File: src/tpc_pkg.sv
// Package: shared constants and carriers of the timer/PWM block
package tpc_pkg;

    // ****************************************************************
    // Widths and encodings
    // ****************************************************************
    localparam int CNT_W = 16;
    localparam int NCH   = 2;

    localparam logic [15:0] CNT_ZERO = 16'h0000;
    localparam logic [15:0] CNT_FULL = 16'hFFFF;

    // Counter clock source select
    localparam logic [1:0] CLK_OFF = 2'h0;
    localparam logic [1:0] CLK_BUS = 2'h1;
    localparam logic [1:0] CLK_FIX = 2'h2;
    localparam logic [1:0] CLK_EXT = 2'h3;

    // Channel mode select
    localparam logic [1:0] MODE_CAP = 2'h0;
    localparam logic [1:0] MODE_CMP = 2'h1;

    // Edge/level select codes
    localparam logic [1:0] ELS_NONE = 2'h0;
    localparam logic [1:0] ELS_A    = 2'h1;
    localparam logic [1:0] ELS_B    = 2'h2;
    localparam logic [1:0] ELS_AB   = 2'h3;

    localparam logic [2:0] PS_MAX = 3'h7;

    // ****************************************************************
    // Carriers
    // ****************************************************************
    typedef struct packed {
        logic [1:0] mode;
        logic [1:0] els;
    } tpc_chcfg_s;

    typedef struct packed {
        logic       dec;
        logic       zero;
        logic       top;
    } tpc_cnt_s;

endpackage

File: src/tpc_sync.sv
// Module: two-stage level synchroniser
`timescale 1ns/100ps
module tpc_sync #(
    parameter int W = 1
) (
    input  wire logic         clk_i,
    input  wire logic         rst_n_i,
    input  wire logic [W-1:0] d_i,
    output logic      [W-1:0] q_o
);
    logic [W-1:0] s1_q;

    // First stage feeds only the second
    always_ff @(posedge clk_i or negedge rst_n_i) begin
        if (!rst_n_i) begin
            s1_q <= '0;
            q_o  <= '0;
        end else begin
            s1_q <= d_i;
            q_o  <= s1_q;
        end
    end
endmodule

File: src/tpc_prescale.sv
// Module: counter tick generation with source select and prescaler
`timescale 1ns/100ps
module tpc_prescale (
    input  wire logic       clk_i,
    input  wire logic       rst_n_i,
    input  wire logic [1:0] src_i,
    input  wire logic [2:0] ps_i,
    input  wire logic       fix_s_i,
    input  wire logic       ext_s_i,
    input  wire logic       halt_i,
    output logic            tick_o
);
    logic       fix_d_q;
    logic       ext_d_q;
    logic       raw;
    logic [7:0] div_q;
    logic [7:0] div_d;

    // Edge detection on already synchronised sources
    always_ff @(posedge clk_i or negedge rst_n_i) begin
        if (!rst_n_i) begin
            fix_d_q <= 1'b0;
            ext_d_q <= 1'b0;
        end else begin
            fix_d_q <= fix_s_i;
            ext_d_q <= ext_s_i;
        end
    end

    always_comb begin
        unique case (src_i)
            tpc_pkg::CLK_OFF: raw = 1'b0;
            tpc_pkg::CLK_BUS: raw = 1'b1;
            tpc_pkg::CLK_FIX: raw = fix_s_i & ~fix_d_q;
            tpc_pkg::CLK_EXT: raw = ext_s_i & ~ext_d_q;
        endcase
        raw   = raw & ~halt_i;
        div_d = div_q + 8'h01;
    end

    // Divide by 2**ps
    always_ff @(posedge clk_i or negedge rst_n_i) begin
        if (!rst_n_i) begin
            div_q  <= 8'h00;
            tick_o <= 1'b0;
        end else begin
            tick_o <= 1'b0;
            if (raw) begin
                div_q <= div_d;
                if ((div_q & ((8'h01 << ps_i) - 8'h01)) ==
                    ((8'h01 << ps_i) - 8'h01)) begin
                    tick_o <= 1'b1;
                end
            end
        end
    end

    a_halt_no_tick: assert property (
        @(posedge clk_i) disable iff (!rst_n_i)
        halt_i |=> !tick_o)
        else $error("tick while halted");
    a_div_one: assert property (
        @(posedge clk_i) disable iff (!rst_n_i)
        (src_i == tpc_pkg::CLK_BUS && ps_i == 3'h0 && !halt_i)
        |=> tick_o)
        else $error("divide by one missed a tick");
endmodule

File: src/tpc_top.sv
// Module: 16-bit timer with capture, compare and PWM channels
//
// Overview of operation
// - Prescaler divides the selected clock by 1 to 128.
// - Counter clock is prescaled bus, fixed system clock or external pin.
// - Fixed system clock is synchronised to the bus clock before use.
// - 16-bit counter: free-running or modulo, up or up/down.
// - Modulo of zero or all ones gives full free-running range.
// - Reading count is harmless; a count write strobe clears the counter.
// - Capture copies counter on selected pin edge and sets channel flag.
// - Compare match sets flag and clears, sets, toggles or ignores pin.
// - Edge PWM period is modulo plus one; value sets duty; polarity set.
// - Edge PWM sets channel flag at duty transition, overflow flag at period end.
// - Edge PWM leading edges align at counter zero for all channels.
// - One bit turns all channels to center PWM, disabling other modes.
// - Center PWM counts up to modulo then down; period twice modulo.
// - Center PWM: active on down match, inactive on up match.
// - Background debug suspends counting until normal mode returns.
// - Wait mode leaves the timer running normally.
// - Stop mode halts everything since clocks stop.
// - One flag per channel plus one overflow flag.
// - Position select bit routes each channel to default or alternate pin.
// - External clock pin may feed this timer and the modulo timer.
`timescale 1ns/100ps
module tpc_top #(
    parameter int NCH = tpc_pkg::NCH
) (
    // Clock and reset
    input  wire logic                   CLOCK_I,
    input  wire logic                   RSTN_I,
    // Mode inputs
    input  wire logic                   DEBUG_MODE_I,
    input  wire logic                   WAIT_MODE_I,
    // Timer configuration
    input  wire logic [1:0]             CLK_SRC_I,
    input  wire logic [2:0]             PRESCALE_I,
    input  wire logic                   CENTER_PWM_I,
    input  wire logic [15:0]            MODULO_I,
    input  wire logic                   COUNT_WR_I,
    input  wire logic                   OVF_CLR_I,
    // Clock pins
    input  wire logic                   FIXED_CLK_I,
    input  wire logic                   EXT_CLK_PIN_I,
    // Channel configuration
    input  tpc_pkg::tpc_chcfg_s [NCH-1:0] CH_CFG_I,
    input  wire logic [NCH-1:0][15:0]   CH_VALUE_I,
    input  wire logic [NCH-1:0]         CH_VALUE_WR_I,
    input  wire logic [NCH-1:0]         CH_FLAG_CLR_I,
    input  wire logic [NCH-1:0]         POS_SEL_I,
    // Channel pins, default and alternate position
    input  wire logic [NCH-1:0]         PIN_DEF_I,
    input  wire logic [NCH-1:0]         PIN_ALT_I,
    output logic      [NCH-1:0]         PIN_DEF_O,
    output logic      [NCH-1:0]         PIN_DEF_OE_O,
    output logic      [NCH-1:0]         PIN_ALT_O,
    output logic      [NCH-1:0]         PIN_ALT_OE_O,
    // Status
    output logic      [15:0]            COUNT_O,
    output logic                        COUNT_DOWN_O,
    output logic                        OVF_FLAG_O,
    output logic      [NCH-1:0]         CH_FLAG_O,
    output logic      [NCH-1:0][15:0]   CH_CAPTURE_O
);

    // ****************************************************************
    // Reset release and pin synchronisers
    // ****************************************************************
    logic rst_s1_q;
    logic rst_n;

    always_ff @(posedge CLOCK_I or negedge RSTN_I) begin
        if (!RSTN_I) begin
            rst_s1_q <= 1'b0;
            rst_n    <= 1'b0;
        end else begin
            rst_s1_q <= 1'b1;
            rst_n    <= rst_s1_q;
        end
    end

    logic [NCH-1:0] def_s;
    logic [NCH-1:0] alt_s;
    logic [NCH-1:0] pin_s;
    logic [NCH-1:0] pin_s_q;
    logic           fix_s;
    logic           ext_s;
    logic           dbg_s;

    // Pins cross in two flops; pulses under one clock may be lost
    tpc_sync #(.W(2 * NCH + 3)) u_sync (
        .clk_i   (CLOCK_I),
        .rst_n_i (rst_n),
        .d_i     ({PIN_ALT_I, PIN_DEF_I, FIXED_CLK_I, EXT_CLK_PIN_I,
                   DEBUG_MODE_I}),
        .q_o     ({alt_s, def_s, fix_s, ext_s, dbg_s})
    );

    // Moving a channel may look like an edge if the two pins differ
    assign pin_s = (POS_SEL_I & alt_s) | (~POS_SEL_I & def_s);

    // ****************************************************************
    // Counter tick
    // ****************************************************************
    logic tick;

    // Ext pin is input only here, so another timer may share it
    tpc_prescale u_pre (
        .clk_i   (CLOCK_I),
        .rst_n_i (rst_n),
        .src_i   (CLK_SRC_I),
        .ps_i    (PRESCALE_I),
        .fix_s_i (fix_s),
        .ext_s_i (ext_s),
        .halt_i  (dbg_s),
        .tick_o  (tick)
    );

    // ****************************************************************
    // Counter
    // ****************************************************************
    logic [15:0] cnt_q;
    logic [15:0] cnt_d;
    logic        dir_q;
    logic        dir_d;
    logic        free_run;
    logic [15:0] top;
    logic        wrap;

    // Wait mode is not gated: counting goes on as normal
    assign free_run = (MODULO_I == tpc_pkg::CNT_ZERO) ||
                      (MODULO_I == tpc_pkg::CNT_FULL);
    assign top      = free_run ? tpc_pkg::CNT_FULL : MODULO_I;

    always_comb begin
        cnt_d = cnt_q;
        dir_d = dir_q;
        wrap  = 1'b0;
        if (CENTER_PWM_I && !free_run) begin
            if (!dir_q && cnt_q >= top) begin
                dir_d = 1'b1;
                cnt_d = cnt_q - 16'h0001;
            end else if (dir_q && cnt_q == tpc_pkg::CNT_ZERO) begin
                dir_d = 1'b0;
                cnt_d = 16'h0001;
                wrap  = 1'b1;
            end else begin
                cnt_d = dir_q ? cnt_q - 16'h0001 : cnt_q + 16'h0001;
            end
        end else begin
            dir_d = 1'b0;
            if (cnt_q >= top) begin
                cnt_d = tpc_pkg::CNT_ZERO;
                wrap  = 1'b1;
            end else begin
                cnt_d = cnt_q + 16'h0001;
            end
        end
    end

    // Stop mode needs no logic: with no clock nothing moves
    always_ff @(posedge CLOCK_I or negedge rst_n) begin
        if (!rst_n) begin
            cnt_q <= tpc_pkg::CNT_ZERO;
            dir_q <= 1'b0;
        end else if (COUNT_WR_I) begin
            cnt_q <= tpc_pkg::CNT_ZERO;
            dir_q <= 1'b0;
        end else if (tick) begin
            cnt_q <= cnt_d;
            dir_q <= dir_d;
        end
    end

    // Set beats clear
    always_ff @(posedge CLOCK_I or negedge rst_n) begin
        if (!rst_n) begin
            OVF_FLAG_O <= 1'b0;
        end else if (tick && wrap && !COUNT_WR_I) begin
            OVF_FLAG_O <= 1'b1;
        end else if (OVF_CLR_I) begin
            OVF_FLAG_O <= 1'b0;
        end
    end

    always_ff @(posedge CLOCK_I or negedge rst_n) begin
        if (!rst_n) begin
            COUNT_O      <= tpc_pkg::CNT_ZERO;
            COUNT_DOWN_O <= 1'b0;
        end else begin
            COUNT_O      <= cnt_q;
            COUNT_DOWN_O <= dir_q;
        end
    end

    // ****************************************************************
    // Channels
    // ****************************************************************
    logic [NCH-1:0] out_q;
    logic [NCH-1:0] drive_q;

    for (genvar n = 0; n < NCH; n++) begin : g_ch
        logic [1:0]  md;
        logic [1:0]  els;
        logic        match;
        logic        rise;
        logic        fall;
        logic        hit;
        logic        out_d;
        logic        en;
        logic        capt;
        logic        lead;

        assign md    = CH_CFG_I[n].mode;
        assign els   = CH_CFG_I[n].els;
        assign en    = (els != tpc_pkg::ELS_NONE);
        assign match = tick && (cnt_q == CH_VALUE_I[n]);
        // Edge PWM acts on the coming count, so duty equals the value
        assign lead  = tick && !COUNT_WR_I &&
                       (cnt_d == CH_VALUE_I[n]);
        assign rise  = pin_s[n] & ~pin_s_q[n];
        assign fall  = ~pin_s[n] & pin_s_q[n];
        assign capt  = !CENTER_PWM_I && en && md == tpc_pkg::MODE_CAP &&
                       ((rise && els[0]) || (fall && els[1]));

        always_comb begin
            out_d = out_q[n];
            hit   = 1'b0;
            if (CENTER_PWM_I) begin
                if (match && dir_q) begin
                    out_d = ~els[0];
                    hit   = 1'b1;
                end else if (match && !dir_q) begin
                    out_d = els[0];
                    hit   = 1'b1;
                end
            end else if (md[1]) begin
                if (tick && wrap) begin
                    out_d = ~els[0];
                end else if (lead) begin
                    out_d = els[0];
                    hit   = 1'b1;
                end
            end else if (md == tpc_pkg::MODE_CMP && match) begin
                hit = 1'b1;
                unique case (els)
                    tpc_pkg::ELS_NONE: out_d = out_q[n];
                    tpc_pkg::ELS_A:    out_d = ~out_q[n];
                    tpc_pkg::ELS_B:    out_d = 1'b0;
                    tpc_pkg::ELS_AB:   out_d = 1'b1;
                endcase
            end else begin
                hit = capt;
            end
        end

        always_ff @(posedge CLOCK_I or negedge rst_n) begin
            if (!rst_n) begin
                pin_s_q[n] <= 1'b0;
                out_q[n]   <= 1'b0;
                drive_q[n] <= 1'b0;
            end else begin
                pin_s_q[n] <= pin_s[n];
                out_q[n]   <= out_d;
                drive_q[n] <= en && CLK_SRC_I != tpc_pkg::CLK_OFF &&
                              (CENTER_PWM_I || md != tpc_pkg::MODE_CAP);
            end
        end

        always_ff @(posedge CLOCK_I or negedge rst_n) begin
            if (!rst_n) begin
                CH_FLAG_O[n] <= 1'b0;
            end else if (hit) begin
                CH_FLAG_O[n] <= 1'b1;
            end else if (CH_FLAG_CLR_I[n]) begin
                CH_FLAG_O[n] <= 1'b0;
            end
        end

        always_ff @(posedge CLOCK_I or negedge rst_n) begin
            if (!rst_n) begin
                CH_CAPTURE_O[n] <= tpc_pkg::CNT_ZERO;
            end else if (capt) begin
                CH_CAPTURE_O[n] <= cnt_q;
            end else if (CH_VALUE_WR_I[n]) begin
                CH_CAPTURE_O[n] <= CH_VALUE_I[n];
            end
        end

        always_ff @(posedge CLOCK_I or negedge rst_n) begin
            if (!rst_n) begin
                PIN_DEF_O[n]    <= 1'b0;
                PIN_ALT_O[n]    <= 1'b0;
                PIN_DEF_OE_O[n] <= 1'b0;
                PIN_ALT_OE_O[n] <= 1'b0;
            end else begin
                PIN_DEF_O[n]    <= out_q[n];
                PIN_ALT_O[n]    <= out_q[n];
                PIN_DEF_OE_O[n] <= drive_q[n] & ~POS_SEL_I[n];
                PIN_ALT_OE_O[n] <= drive_q[n] & POS_SEL_I[n];
            end
        end
    end

    // ****************************************************************
    // Checks
    // ****************************************************************
    a_count_write: assert property (
        @(posedge CLOCK_I) disable iff (!rst_n)
        COUNT_WR_I |=> cnt_q == tpc_pkg::CNT_ZERO)
        else $error("count write did not clear counter");
    a_modulo_wrap: assert property (
        @(posedge CLOCK_I) disable iff (!rst_n)
        (tick && !COUNT_WR_I && !CENTER_PWM_I && cnt_q == top)
        |=> cnt_q == tpc_pkg::CNT_ZERO)
        else $error("counter did not wrap at modulo");
    a_free_range: assert property (
        @(posedge CLOCK_I) disable iff (!rst_n)
        (tick && !COUNT_WR_I && free_run && cnt_q == 16'hFFFE)
        |=> cnt_q == tpc_pkg::CNT_FULL)
        else $error("free running counter stopped short");
    a_debug_hold: assert property (
        @(posedge CLOCK_I) disable iff (!rst_n)
        (dbg_s && !COUNT_WR_I) [*2] |=> $stable(cnt_q))
        else $error("counter moved in debug");
    a_ovf_set: assert property (
        @(posedge CLOCK_I) disable iff (!rst_n)
        (tick && wrap && !COUNT_WR_I) |=> OVF_FLAG_O)
        else $error("overflow flag not set");
    a_center_down: assert property (
        @(posedge CLOCK_I) disable iff (!rst_n)
        (CENTER_PWM_I && !free_run && tick && !COUNT_WR_I && !dir_q &&
         cnt_q == top) |=> dir_q)
        else $error("center count did not turn down");
    a_capture_val: assert property (
        @(posedge CLOCK_I) disable iff (!rst_n)
        g_ch[0].capt |=> CH_CAPTURE_O[0] == $past(cnt_q) && CH_FLAG_O[0])
        else $error("capture value or flag wrong");
    a_epwm_start: assert property (
        @(posedge CLOCK_I) disable iff (!rst_n)
        (!CENTER_PWM_I && CH_CFG_I[0].mode[1] && tick && wrap)
        |=> out_q[0] == ~$past(CH_CFG_I[0].els[0]))
        else $error("pwm period start level wrong");
    a_oe_pos: assert property (
        @(posedge CLOCK_I) disable iff (!rst_n)
        !(PIN_DEF_OE_O[0] && PIN_ALT_OE_O[0]))
        else $error("both pin positions driven");

    c_capture: cover property (@(posedge CLOCK_I) disable iff (!rst_n)
        g_ch[0].capt);
    c_ovf: cover property (@(posedge CLOCK_I) disable iff (!rst_n)
        tick && wrap);
    c_center: cover property (@(posedge CLOCK_I) disable iff (!rst_n)
        CENTER_PWM_I && g_ch[0].hit);
endmodule

File: config.mk
export PLATFORM = sky130hd
export DESIGN_NAME = tpc_top
export DESIGN_NICKNAME = d
export VERILOG_FILES = /design/src/tpc_pkg.sv /design/src/tpc_sync.sv /design/src/tpc_prescale.sv /design/src/tpc_top.sv
export SDC_FILE = /design/constraint.sdc
export NUM_CORES = 1
export LEC_CHECK = 0
export BUFFER_PORTS_ARGS = -buffer_cell sky130_fd_sc_hd__buf_4
export CAP_MARGIN = 20
export CORE_MARGIN = 8
export CORE_UTILIZATION = 60
export CTS_CLUSTER_DIAMETER = 200
export DETAILED_ROUTE_END_ITERATION = 12
export PLACE_DENSITY = 0.86
export SLEW_MARGIN = 5
export SYNTH_ARGS = -nofsm -noshare
export SYNTH_HDL_FRONTEND = slang
export SYNTH_SLANG_ARGS = --single-unit
export TNS_END_PERCENT = 50
File: constraint.sdc
create_clock -name CLOCK_I -period 7.3 [get_ports CLOCK_I]
set_input_delay 0.365 -clock CLOCK_I [delete_from_list [all_inputs] [get_ports CLOCK_I]]
set_output_delay 0.365 -clock CLOCK_I [all_outputs]
set_load 0.01 [all_outputs]
# == Word level (Yosys, flattened, before mapping) ==
# Index checks and enable logic that the tools add are counted.
# classes
addsub,4
n_mul,0
div_mod_pow,0
order_cmp,1
eq_ne,24
n_shift,1
muxes,60
bitwise_logic,29
n_reduce_logical,62
# op_table
operator,n
$mux W16,12
$eq A16 B16 Y1,4
$mux W1,45
$logic_not A16 Y1,2
$logic_and A1 B1 Y1,30
$reduce_bool A2 Y1,11
$add A16 B1 Y16 const B,1
$eq A16 B16 Y1 const B,1
$ge A16 B16 Y1,1
$sub A16 B1 Y16 const B,1
$not A1 Y1,13
$eq A2 B2 Y1 const B,6
$ne A4 B2 Y1 const B,3
$and A1 B1 Y1,11
$eq A2 B1 Y1 const B,5
$logic_not A2 Y1,5
$add A8 B1 Y8 const B,1
$and A8 B8 Y8,1
$eq A8 B8 Y1,1
$reduce_and A4 Y1,2
$shl A1 B3 Y8 const A,1
$sub A8 B1 Y8 const B,1
$ne A3 B1 Y1 const B,2
$ne A3 B3 Y1 const B,2
other kinds (9),19
# totals
register_bits,108
latchBits,0
ram_bits,0
romBits,0
output_inout_bits,60
memories,0

# == Depth between registers and ports, before layout ==
# Gate-level depths: netlist (run 1).
# depth
word_depth,14
ltp_mapped,18

# == Hierarchy ==
# From an unflattened synthesis (run 1), not the netlist that was laid out.
# hier_totals
hier_cells,763
hier_area_um2,7071.8
# by_module_without_submodules
module,instances,cells_each,area_each_um2,seq_area_each_um2
tpc_top,1,707,6216.0,2077.0
tpc_prescale,1,42,505.5,250.2
tpc_sync,1,14,350.3,350.3

# == Worst setup path after synthesis (run 1) ==
# Ideal clock, no wire load.
# synth_path
path_kind,in2reg
start,input port MODULO_I[1]
end,register out_q[1]
setup_time_ns,0.069
arrival_ns,4.268
setup_slack_ns,2.963
path_stages,18
path_buffers,3
path_cell_list,nand4_1 nor4_4 or2_2 clkbuf_1 clkbuf_1 nor2_1 ha_1 and3_1 o21ai_1 a311o_1 a31oi_1 buf_4 o21a_1 a31oi_1 nor4b_2 o2111ai_1 or4_1 nand3_1
# synth_between
elab_chain_len,11
elab_cells_between_ends,22
classes_between,1 x order compare; 3 x eq/ne; 10 x mux; 8 x reduce/logical
# synth_rtl
element,line,rtl
start: declaration,tpc_top.sv:38,"input wire logic [15:0] MODULO_I,"
$eq A16 B16 Y1 or $logic_not A16 Y1 (tied branches),"tpc_top.sv:131, tpc_top.sv:130",
$logic_or A1 B1 Y1,tpc_top.sv:130,assign free_run = (MODULO_I == tpc_pkg::CNT_ZERO) ||
$mux W16,tpc_top.sv:132,assign top = free_run ? tpc_pkg::CNT_FULL : MODULO_I;
$ge A16 B16 Y1,"tpc_top.sv:139, tpc_top.sv:151",
$logic_and A1 B1 Y1,tpc_top.sv:139,if (!dir_q && cnt_q >= top) begin
$mux W16 or $mux W1 (tied branches),tpc_top.sv:139,
$mux W16 or $mux W1 (tied branches),tpc_top.sv:138,if (CENTER_PWM_I && !free_run) begin
$eq A16 B16 Y1 or $logic_and A1 B1 Y1 (tied branches),"tpc_top.sv:219, tpc_top.sv:237",
$logic_and A1 B1 Y1 or $mux W1 (tied branches),"tpc_top.sv:218, tpc_top.sv:237",
$ne A4 B2 Y1 (no line) or $mux W1 (tied branches),-,
$reduce_and A4 Y1 (no line) or $mux W1 (tied branches),-,
end signal: indexed assignment,tpc_top.sv:263,out_q[n] <= out_d;
end: declaration,tpc_top.sv:198,logic [NCH-1:0] out_q;
# Several ways; a longest one is shown, not always the timed one.
# A chain may end at the register's enable or synchronous reset.

# == Worst setup path in the final report (run 1) ==
# layout_path
start,input port MODULO_I[2]
end,register out_q[1]
# The elaborated chain is that of the path after synthesis.

==> flow_summary.toml, run 1 <==
[cts]
worstSkewPairLatency_ns = 0.36
clock_net_sink_count = 107
tritoncts_clock_tree = "yes"
clk_pin_slew_worst_paths_ns = 0.08
cts_buffers = 9
post-cts-setup-buffers = 0
ctsRootBufferMaster = "clkbuf_16"
htreeDepth = 3
cts-root-to-sink-buffers = 2

[timing]
report.final.slew_viol_count = 0
worst_hold_slack_ns = 0.1026
setup_viol = 0
layout_min_cycle_time_ns = 5.217
portion_of_the_clock_cycle_consumed_by_the_worst_path_in_the_final_layout_pct = 71.47
grt_setup_unrepaired = "false"
max-slew-margin-rel_pct = 28.43
timing.clock.skew_ns = 0.006214
final.setup.tns_ns = 0
fmaxAchievable_mhz = 191.7
tightestPinTransition_ns = 1.066
final_hold_viol_count = 0

[final_layout]
multi_input_area_sq_um = 4085
fin_cells = 1039
finish.instance_area_sq_um = 8418
area_growth_syn_to_layout_pct = 19.21
proportion_of_layout_cells_with_a_drive_suffix_above_1_pct = 21.21
register_area_sq_um = 2681
num_antenna_cells = 0
nNetsFinal = 991
fillers = 813

[route]
vias = 6731
post_drt_wl_per_cell_um = 20.81
routed_wirelength_um = 21620
ant_nets = 0
routed_via_density = 6.478
drc_errors = 0
dr.first_iter.drc_count = 632
drt-pass1-iter-count = 5

[global_routing]
maximum_number_of_pins_on_one_net_before_global_route_repair = 55
grt_remaining_overflow = 0
grt_pass1_wl_um = 34660
grt_pass1_vias = 6701
groute.usage.overall_pct = 27.33
antenna_found_initial = 0

[critical_path]
arrival_ns = 5.52
timing.reg2reg.setup_slack_ns = 2.50
critical_path.reg2reg.startpoint = "cnt_q[13]$_DFFE_PN0P_"
startpoint_type = "primary input"
crit-reg2reg-capture = "out_q[1]$_DFFE_PN0P_"
worstPathMaxFanout = 16
crit_required_ns = 7.60
r2r_cells = 11
crit_path_end_kind = "flop"
setup.worst_path.class = "in -> reg"

[worst_hold_path]
holdPathStages = 1
min_path_type = "in -> reg"
worst_hold_path.endpoint = "u_sync.s1_q[4]$_DFF_PN0_"
timing.hold.worst.start = "PIN_DEF_I[1]"

[power]
power.density_nw_per_um2 = 182.3
fin_total_pwr_w = 0.001534
power.ir.vdd_worst_uv = 204.4
total_leakage_power_nw = 4.023

[die]
die_height_um = 124.5
core.rowCount = 39
ios = 140
design.core.area_sq_um = 11470
die_w_um = 124.5
start_util_pct = 61.58
fp.dieArea_sq_um = 15500

[logic_synthesis]
number_of_instances_in_the_synthesized_netlist = 788
synth.cell_area_sq_um = 7062
synth_enable_flop_cells = 0
most_used_dff_post_synth = "dfrtp_1"
yosys_warnings = 0
avgSynthCellArea_sq_um = 8.962
async_reset_ff_share_pct = 100.0
synth-seq-area-share_pct = 37.92
synth_cell_types = 79
ys_seq_elements = 107
syn-num-nets = 888

[placed_design]
port_buffers = 138
finalWeightedCongestion = 0.9409
post-dp-hpwl_um = 15740
placedCellCount = 1021
placed_standard_cell_area_sq_um = 8083

[run]
max-cap-violations = 0

[run_status]
outcome = "finished clean"
-- sequential cells by signal, indices dropped and copies added, names as in the netlist, 2 cells and up --
register and cells:
u_pre.div_q 7, u_sync.q_o 7, cnt_q 16, PIN_ALT_O 2, drive_q 2, CH_FLAG_O 2, out_q 2, PIN_DEF_OE_O 2
COUNT_O 16, u_sync.s1_q 7, CH_CAPTURE_O 32, PIN_ALT_OE_O 2, pin_s_q 2
-- how the worst max path moves through the flow --
stage,from,endpoint,slack (ns),cells after the start
2_1_floorplan,MODULO_I[1],out_q[1]$_DFFE_PN0P_,2.96,18
3_3_place_gp,MODULO_I[1],out_q[1]$_DFFE_PN0P_,1.97,16
3_5_place_dp,MODULO_I[2],out_q[1]$_DFFE_PN0P_,1.81,16
4_1_cts,MODULO_I[2],out_q[1]$_DFFE_PN0P_,2.21,16
5_1_grt,MODULO_I[0],out_q[1]$_DFFE_PN0P_,1.73,16
6_report,MODULO_I[2],out_q[1]$_DFFE_PN0P_,2.08,16
-- metrics by stage --
stage	util, %	setup slack [ns]
2_1_floorplan	-	2.964
3_3_place_gp	70.35	1.972
3_5_place_dp	70.49	1.806
4_1_cts	73.34	2.205
5_1_grt	73.41	1.726
6_report	73.41	2.083
-- cells in the mapped netlist (6+ instances only) --
master    count  area [sq um]
nor2b_1      10         62.56
ha_1         20         250.2
inv_1        19         71.32
and2_1       15         93.84
xnor2_1      15         131.4
or3_1         6         37.54
xor2_1       45         394.1
dfrtp_1     107          2678
nor4_1       21         131.4
clkbuf_1     37         138.9
a31oi_1       8         50.05
nand4_1      18         112.6
nand3_1      19         95.09
nand2_1      44         165.2
nor2_1       92         345.3
a21oi_1      70         350.3
nor3_1       27         135.1
and3_1       12         75.07
mux2i_1      36         360.4
o21ai_0      15         75.07
o211ai_1     19         142.6
-- placed cells by master (no fill, tap or decap), drive strengths merged, types with 5 or more instances in the layout --
cell type,Yosys,final
a211oi,5,5
a21oi,74,74
a31oi,8,8
and2,17,17
and3,13,13
buf,14,142
clkbuf,37,9
dfrtp,107,107
ha,20,20
inv,19,22
mux2i,36,36
nand2,44,44
nand3,20,20
nand4,20,20
nor2,93,93
nor2b,10,10
nor3,30,30
nor4,24,24
nor4b,5,5
o211ai,23,23
o21a,5,5
o21ai,20,20
o31ai,5,5
or3,7,7
xnor2,15,15
xor2,45,45
-- final cells by class --
cell class / instances / share of cell area [%]
Multi-Input combinational cell: 611 / 48.53
Sequential cell: 107 / 31.85
Tap cell: 143 / 2.125
Clock inverter: 7 / 1.100
Clock buffer: 9 / 2.675
Timing Repair Buffer: 143 / 12.87
Inverter: 19 / 0.8472
-- layer usage --
metal  track usage (%)  routed length (um)  share of wire [%]  vias to the layer above
li1                  -                   -                  -                     3081
met1             34.34                8705                 40                     3194
met2             43.67               10240                 47                      399
met3             6.979                2088                9.7                       57
met4             11.62                 588                2.7                        0
met5                 0                   0                  0                        -
-- critical path, cell delays in order --
cell and delay [ns]:
buf_4 0.12, nor4_1 0.32, and4_4 0.32, or2_2 0.27, nor2_1 0.07, ha_1 0.32
a21oi_1 0.08, o21ai_1 0.83, nor2_1 0.21, a21oi_2 0.71, o211ai_1 0.38, and3_1 0.32
nor4b_2 0.30, o2111ai_1 0.22, or4_1 0.57, nand3_1 0.10
-- report_power, final --
part	internal (W)	switching [W]	total, W	leakage, nW
clock	0.000275	0.000248	0.000523	0.155
combinational	0.000149	0.000157	0.000306	2.53
sequential	0.000648	0.0000578	0.000705	1.34
total	0.00107	0.000462	0.00153	4.02
-- kinds of logic after synthesis --
family | Yosys count | share of synthesized area (%)
fa+ha+maj | 20 | 3.544
xor+xnor | 60 | 7.442
buf+inv | 70 | 4.341
compound gates | 187 | 17.72
flops | 107 | 37.92
simple gates | 306 | 23.72
mux | 37 | 5.262
other cells | 1 | 0.05310
-- repair_timing --
action / CTS / global route
hold buffers: 1 / 0
endpoints found under the hold margin: 2 / 0
gates resized for setup: 0 / 0
Power figures use the tool's default switching activity.
==> inputs of run 2 (changes only) <==
ABC_AREA = 1   (was unset)
CORE_UTILIZATION = 51   (was 60)
PLACE_DENSITY = 0.78   (was 0.86)
clock period = 4.6 ns   (was 7.3 ns; I/O delays follow)
==> run 2 against run 1 <==
Register-to-register slack worse by 1.3 ns. Setup slack got worse by 0.99 ns. Cell area is 2.8% higher. Flip-flop and latch count stayed put. Clock skew is essentially flat. First-iteration DRC count increased by 4.4%. Highest routed layer unchanged.
==> flow_summary.toml, run 2 <==
[run_status]
outcome = "finished clean"

[power]
seqPwrFrac_pct = 46.7
switchingPower_w = 0.0007097
power.ir.vdd_worst_uv = 254.5
fin_total_pwr_w = 0.002320
power.internal_w = 0.001610
power.density_nw_per_um2 = 268.2
pwr-share-comb_pct = 18.8
power.clock.fraction_pct = 34.4
power.share.switching_pct = 30.59
total_leakage_power_nw = 4.514

[logic_synthesis]
yosys_warnings = 0
synth.area.top_cells = "dfrtp_1 37%, nand2_1 11%, nand3_1 8.6%, nor2_1 5.6%, xor2_1 4.9%"
post-synth-top-area-fraction_pct = 37.37
ys_seq_elements = 107
synth.cells.most_frequent = "212 x nand2_1, 123 x nand3_1, 107 x dfrtp_1, 106 x nor2_1, 87 x inv_1"
synth_cell_types = 49
syn-num-nets = 1057
synth_enable_flop_cells = 0
yosysMostFrequentCell = "nand2_1"
yosysTopAreaCell = "dfrtp_1"
synth.cell_area_sq_um = 7166
avgSynthCellArea_sq_um = 7.488
most_used_dff_post_synth = "dfrtp_1"
synth-seq-area-share_pct = 37.37
number_of_instances_in_the_synthesized_netlist = 957
async_reset_ff_share_pct = 100.0

[final_layout]
nNetsFinal = 1180
num_antenna_cells = 0
layout.cells.most_common_list = "212 x nand2_1, 143 x buf_4, 123 x nand3_1, 106 x dfrtp_1, 106 x nor2_1"
finish.instance_area_sq_um = 8651
reg_top3 = "CH_CAPTURE_O: 32 flops, COUNT_O: 16 flops, cnt_q: 16 flops"
reg_with_most_ffs = "CH_CAPTURE_O"
area_growth_syn_to_layout_pct = 20.73
mostFrequentLayoutCell = "nand2_1"
fin_cells = 1265
proportion_of_layout_cells_with_a_drive_suffix_above_1_pct = 20.09
flip_flop_count_of_the_largest_register_after_layout = 32

[critical_path]
critical_path.reg2reg.startpoint = "cnt_q[0]$_DFFE_PN0P_"
startpoint = "MODULO_I[0]"
crit-reg2reg-capture = "out_q[1]$_DFFE_PN0P_"
cp-endpoint = "out_q[1]$_DFFE_PN0P_"
worstPathMaxFanout = 16
r2r_cells = 25
crit_required_ns = 4.86
arrival_ns = 3.77
startpoint_type = "primary input"
timing.reg2reg.setup_slack_ns = 1.19
setup.worst_path.class = "in -> reg"
crit_path_end_kind = "flop"

[global_routing]
grt_pass1_wl_um = 36590
antenna_found_initial = 0
grt_pass1_vias = 6839
groute.usage.overall_pct = 25.97
grt_remaining_overflow = 0
maximum_number_of_pins_on_one_net_before_global_route_repair = 78

[cts]
worstSkewPairLatency_ns = 0.37
cts-root-to-sink-buffers = 2
cts_buffers = 9
cts-hold-fix-buffers = 8
ctsRootBufferMaster = "clkbuf_16"
post-cts-setup-buffers = 0
clock_net_sink_count = 107
postCtsResizedCells = 0
tritoncts_clock_tree = "yes"
htreeDepth = 3
clk_pin_slew_worst_paths_ns = 0.08

[timing]
setup_viol = 0
portion_of_the_clock_cycle_consumed_by_the_worst_path_in_the_final_layout_pct = 76.28
grt_setup_unrepaired = "false"
timing.clock.skew_ns = 0.006003
final_hold_viol_count = 0
max-slew-margin-rel_pct = 33.55
tightestPinTransition_ns = 0.9968
timing.final.ws_setup_ns = 1.091
final.setup.tns_ns = 0
report.final.slew_viol_count = 0
layout_min_cycle_time_ns = 3.509
fmaxAchievable_mhz = 285.0

[route]
dr.first_iter.drc_count = 660
routed_wirelength_um = 23340
ant_nets = 0
routed_via_density = 5.772
routedLengthMet1_um = 9404
wl_met3_um = 2489
drt-pass1-iter-count = 5
dr.max_layer_used = "met4"
vias = 7302
met2RoutedLength_um = 10520
drc_errors = 0
post_drt_wl_per_cell_um = 18.45

[placed_design]
pre_cts_ws_ns = 0.7854
placed_standard_cell_area_sq_um = 8262
port_buffers = 138
post-dp-hpwl_um = 17690
finalWeightedCongestion = 1.024
placedCellCount = 1241

[die]
start_util_pct = 51.82
ios = 140
design.core.area_sq_um = 13830
die_w_um = 134.5
core.rowCount = 43
die_height_um = 134.5
fp.dieArea_sq_um = 18100

[worst_hold_path]
min_path_type = "in -> reg"

[run]
max-cap-violations = 0
run 2: worst min path at each step:
stage | start | end | slack (ns) | depth (start not counted)
after floorplan | RSTN_I | rst_n$_DFF_PN0_ | -0.07 | 0
final | POS_SEL_I[1] | PIN_DEF_OE_O[1]$_DFF_PN0_ | 0.03 | 2
after detailed placement | RSTN_I | rst_s1_q$_DFF_PN0_ | 0.01 | 1
after global placement | RSTN_I | rst_s1_q$_DFF_PN0_ | 0.01 | 1
after CTS | POS_SEL_I[1] | PIN_DEF_OE_O[1]$_DFF_PN0_ | 0.02 | 2
after global routing | POS_SEL_I[1] | PIN_DEF_OE_O[1]$_DFF_PN0_ | 0.02 | 2
run 2: worst max-delay path: stages:
cell and delay (ns):
buf_4 0.12, nor2_1 0.09, nand2_1 0.05, nor2_1 0.12, nand2_1 0.12, nand2_1 0.36
nor2_1 0.10, ha_1 0.31, a21oi_1 0.16, nand2_1 0.08, a21oi_2 0.22, nand3_2 0.23
nor2_4 0.31, nand2_1 0.09, nand2_1 0.18, clkinv_1 0.16, nand2_1 0.10, nand2_1 0.05
nor2_1 0.10, nand2_1 0.06, nor2_1 0.11, nand3_1 0.15, nand2_1 0.12, nand2_1 0.05
nand2_1 0.05, nand2_1 0.04
run 2: cell type report:
cell class	instances	area (sq um)
Multi-Input combinational cell	713	3909
Inverter	98	372.9
Fill cell	1234	5176
Timing Repair Buffer	151	1154
Clock inverter	7	83.83
Tap cell	180	225.2
Clock buffer	9	225.2
Sequential cell	107	2681
run 2: layer usage:
| metal | GRT usage [%] | up-vias |
|---|---|---|
| li1 | - | 3447 |
| met1 | 33.48 | 3376 |
| met2 | 40.12 | 418 |
| met3 | 6.426 | 61 |
| met4 | 12.35 | 0 |
| met5 | 0 | - |
run 2: logic make-up after synthesis:
group           after synthesis  share of synthesized area (%)
compound gates              108                          9.709
simple gates                538                          35.60
fa+ha+maj                    20                          3.492
xor+xnor                     44                          5.378
other cells                   1                        0.05233
mux                           2                         0.3143
buf+inv                     137                          8.085
flops                       107                          37.37
run 2: through the flow:
step	hold slack [ns]	util (%)
finish	0.02661	62.56
global route	0.02496	62.56
CTS	0.01598	62.56
detailed placement	0.01456	59.75
global placement	0.01358	59.75
floorplan	-0.06559	-
run 2: power groups by stage:
stage          Clock, W  Combinational, W  Sequential [W]
2_1_floorplan         0          0.000221         0.00110
3_3_place_gp          0          0.000421         0.00110
3_5_place_dp          0          0.000430         0.00110
4_1_cts        0.000816          0.000437         0.00108
5_1_grt        0.000855          0.000484         0.00110
6_report       0.000799          0.000437         0.00108
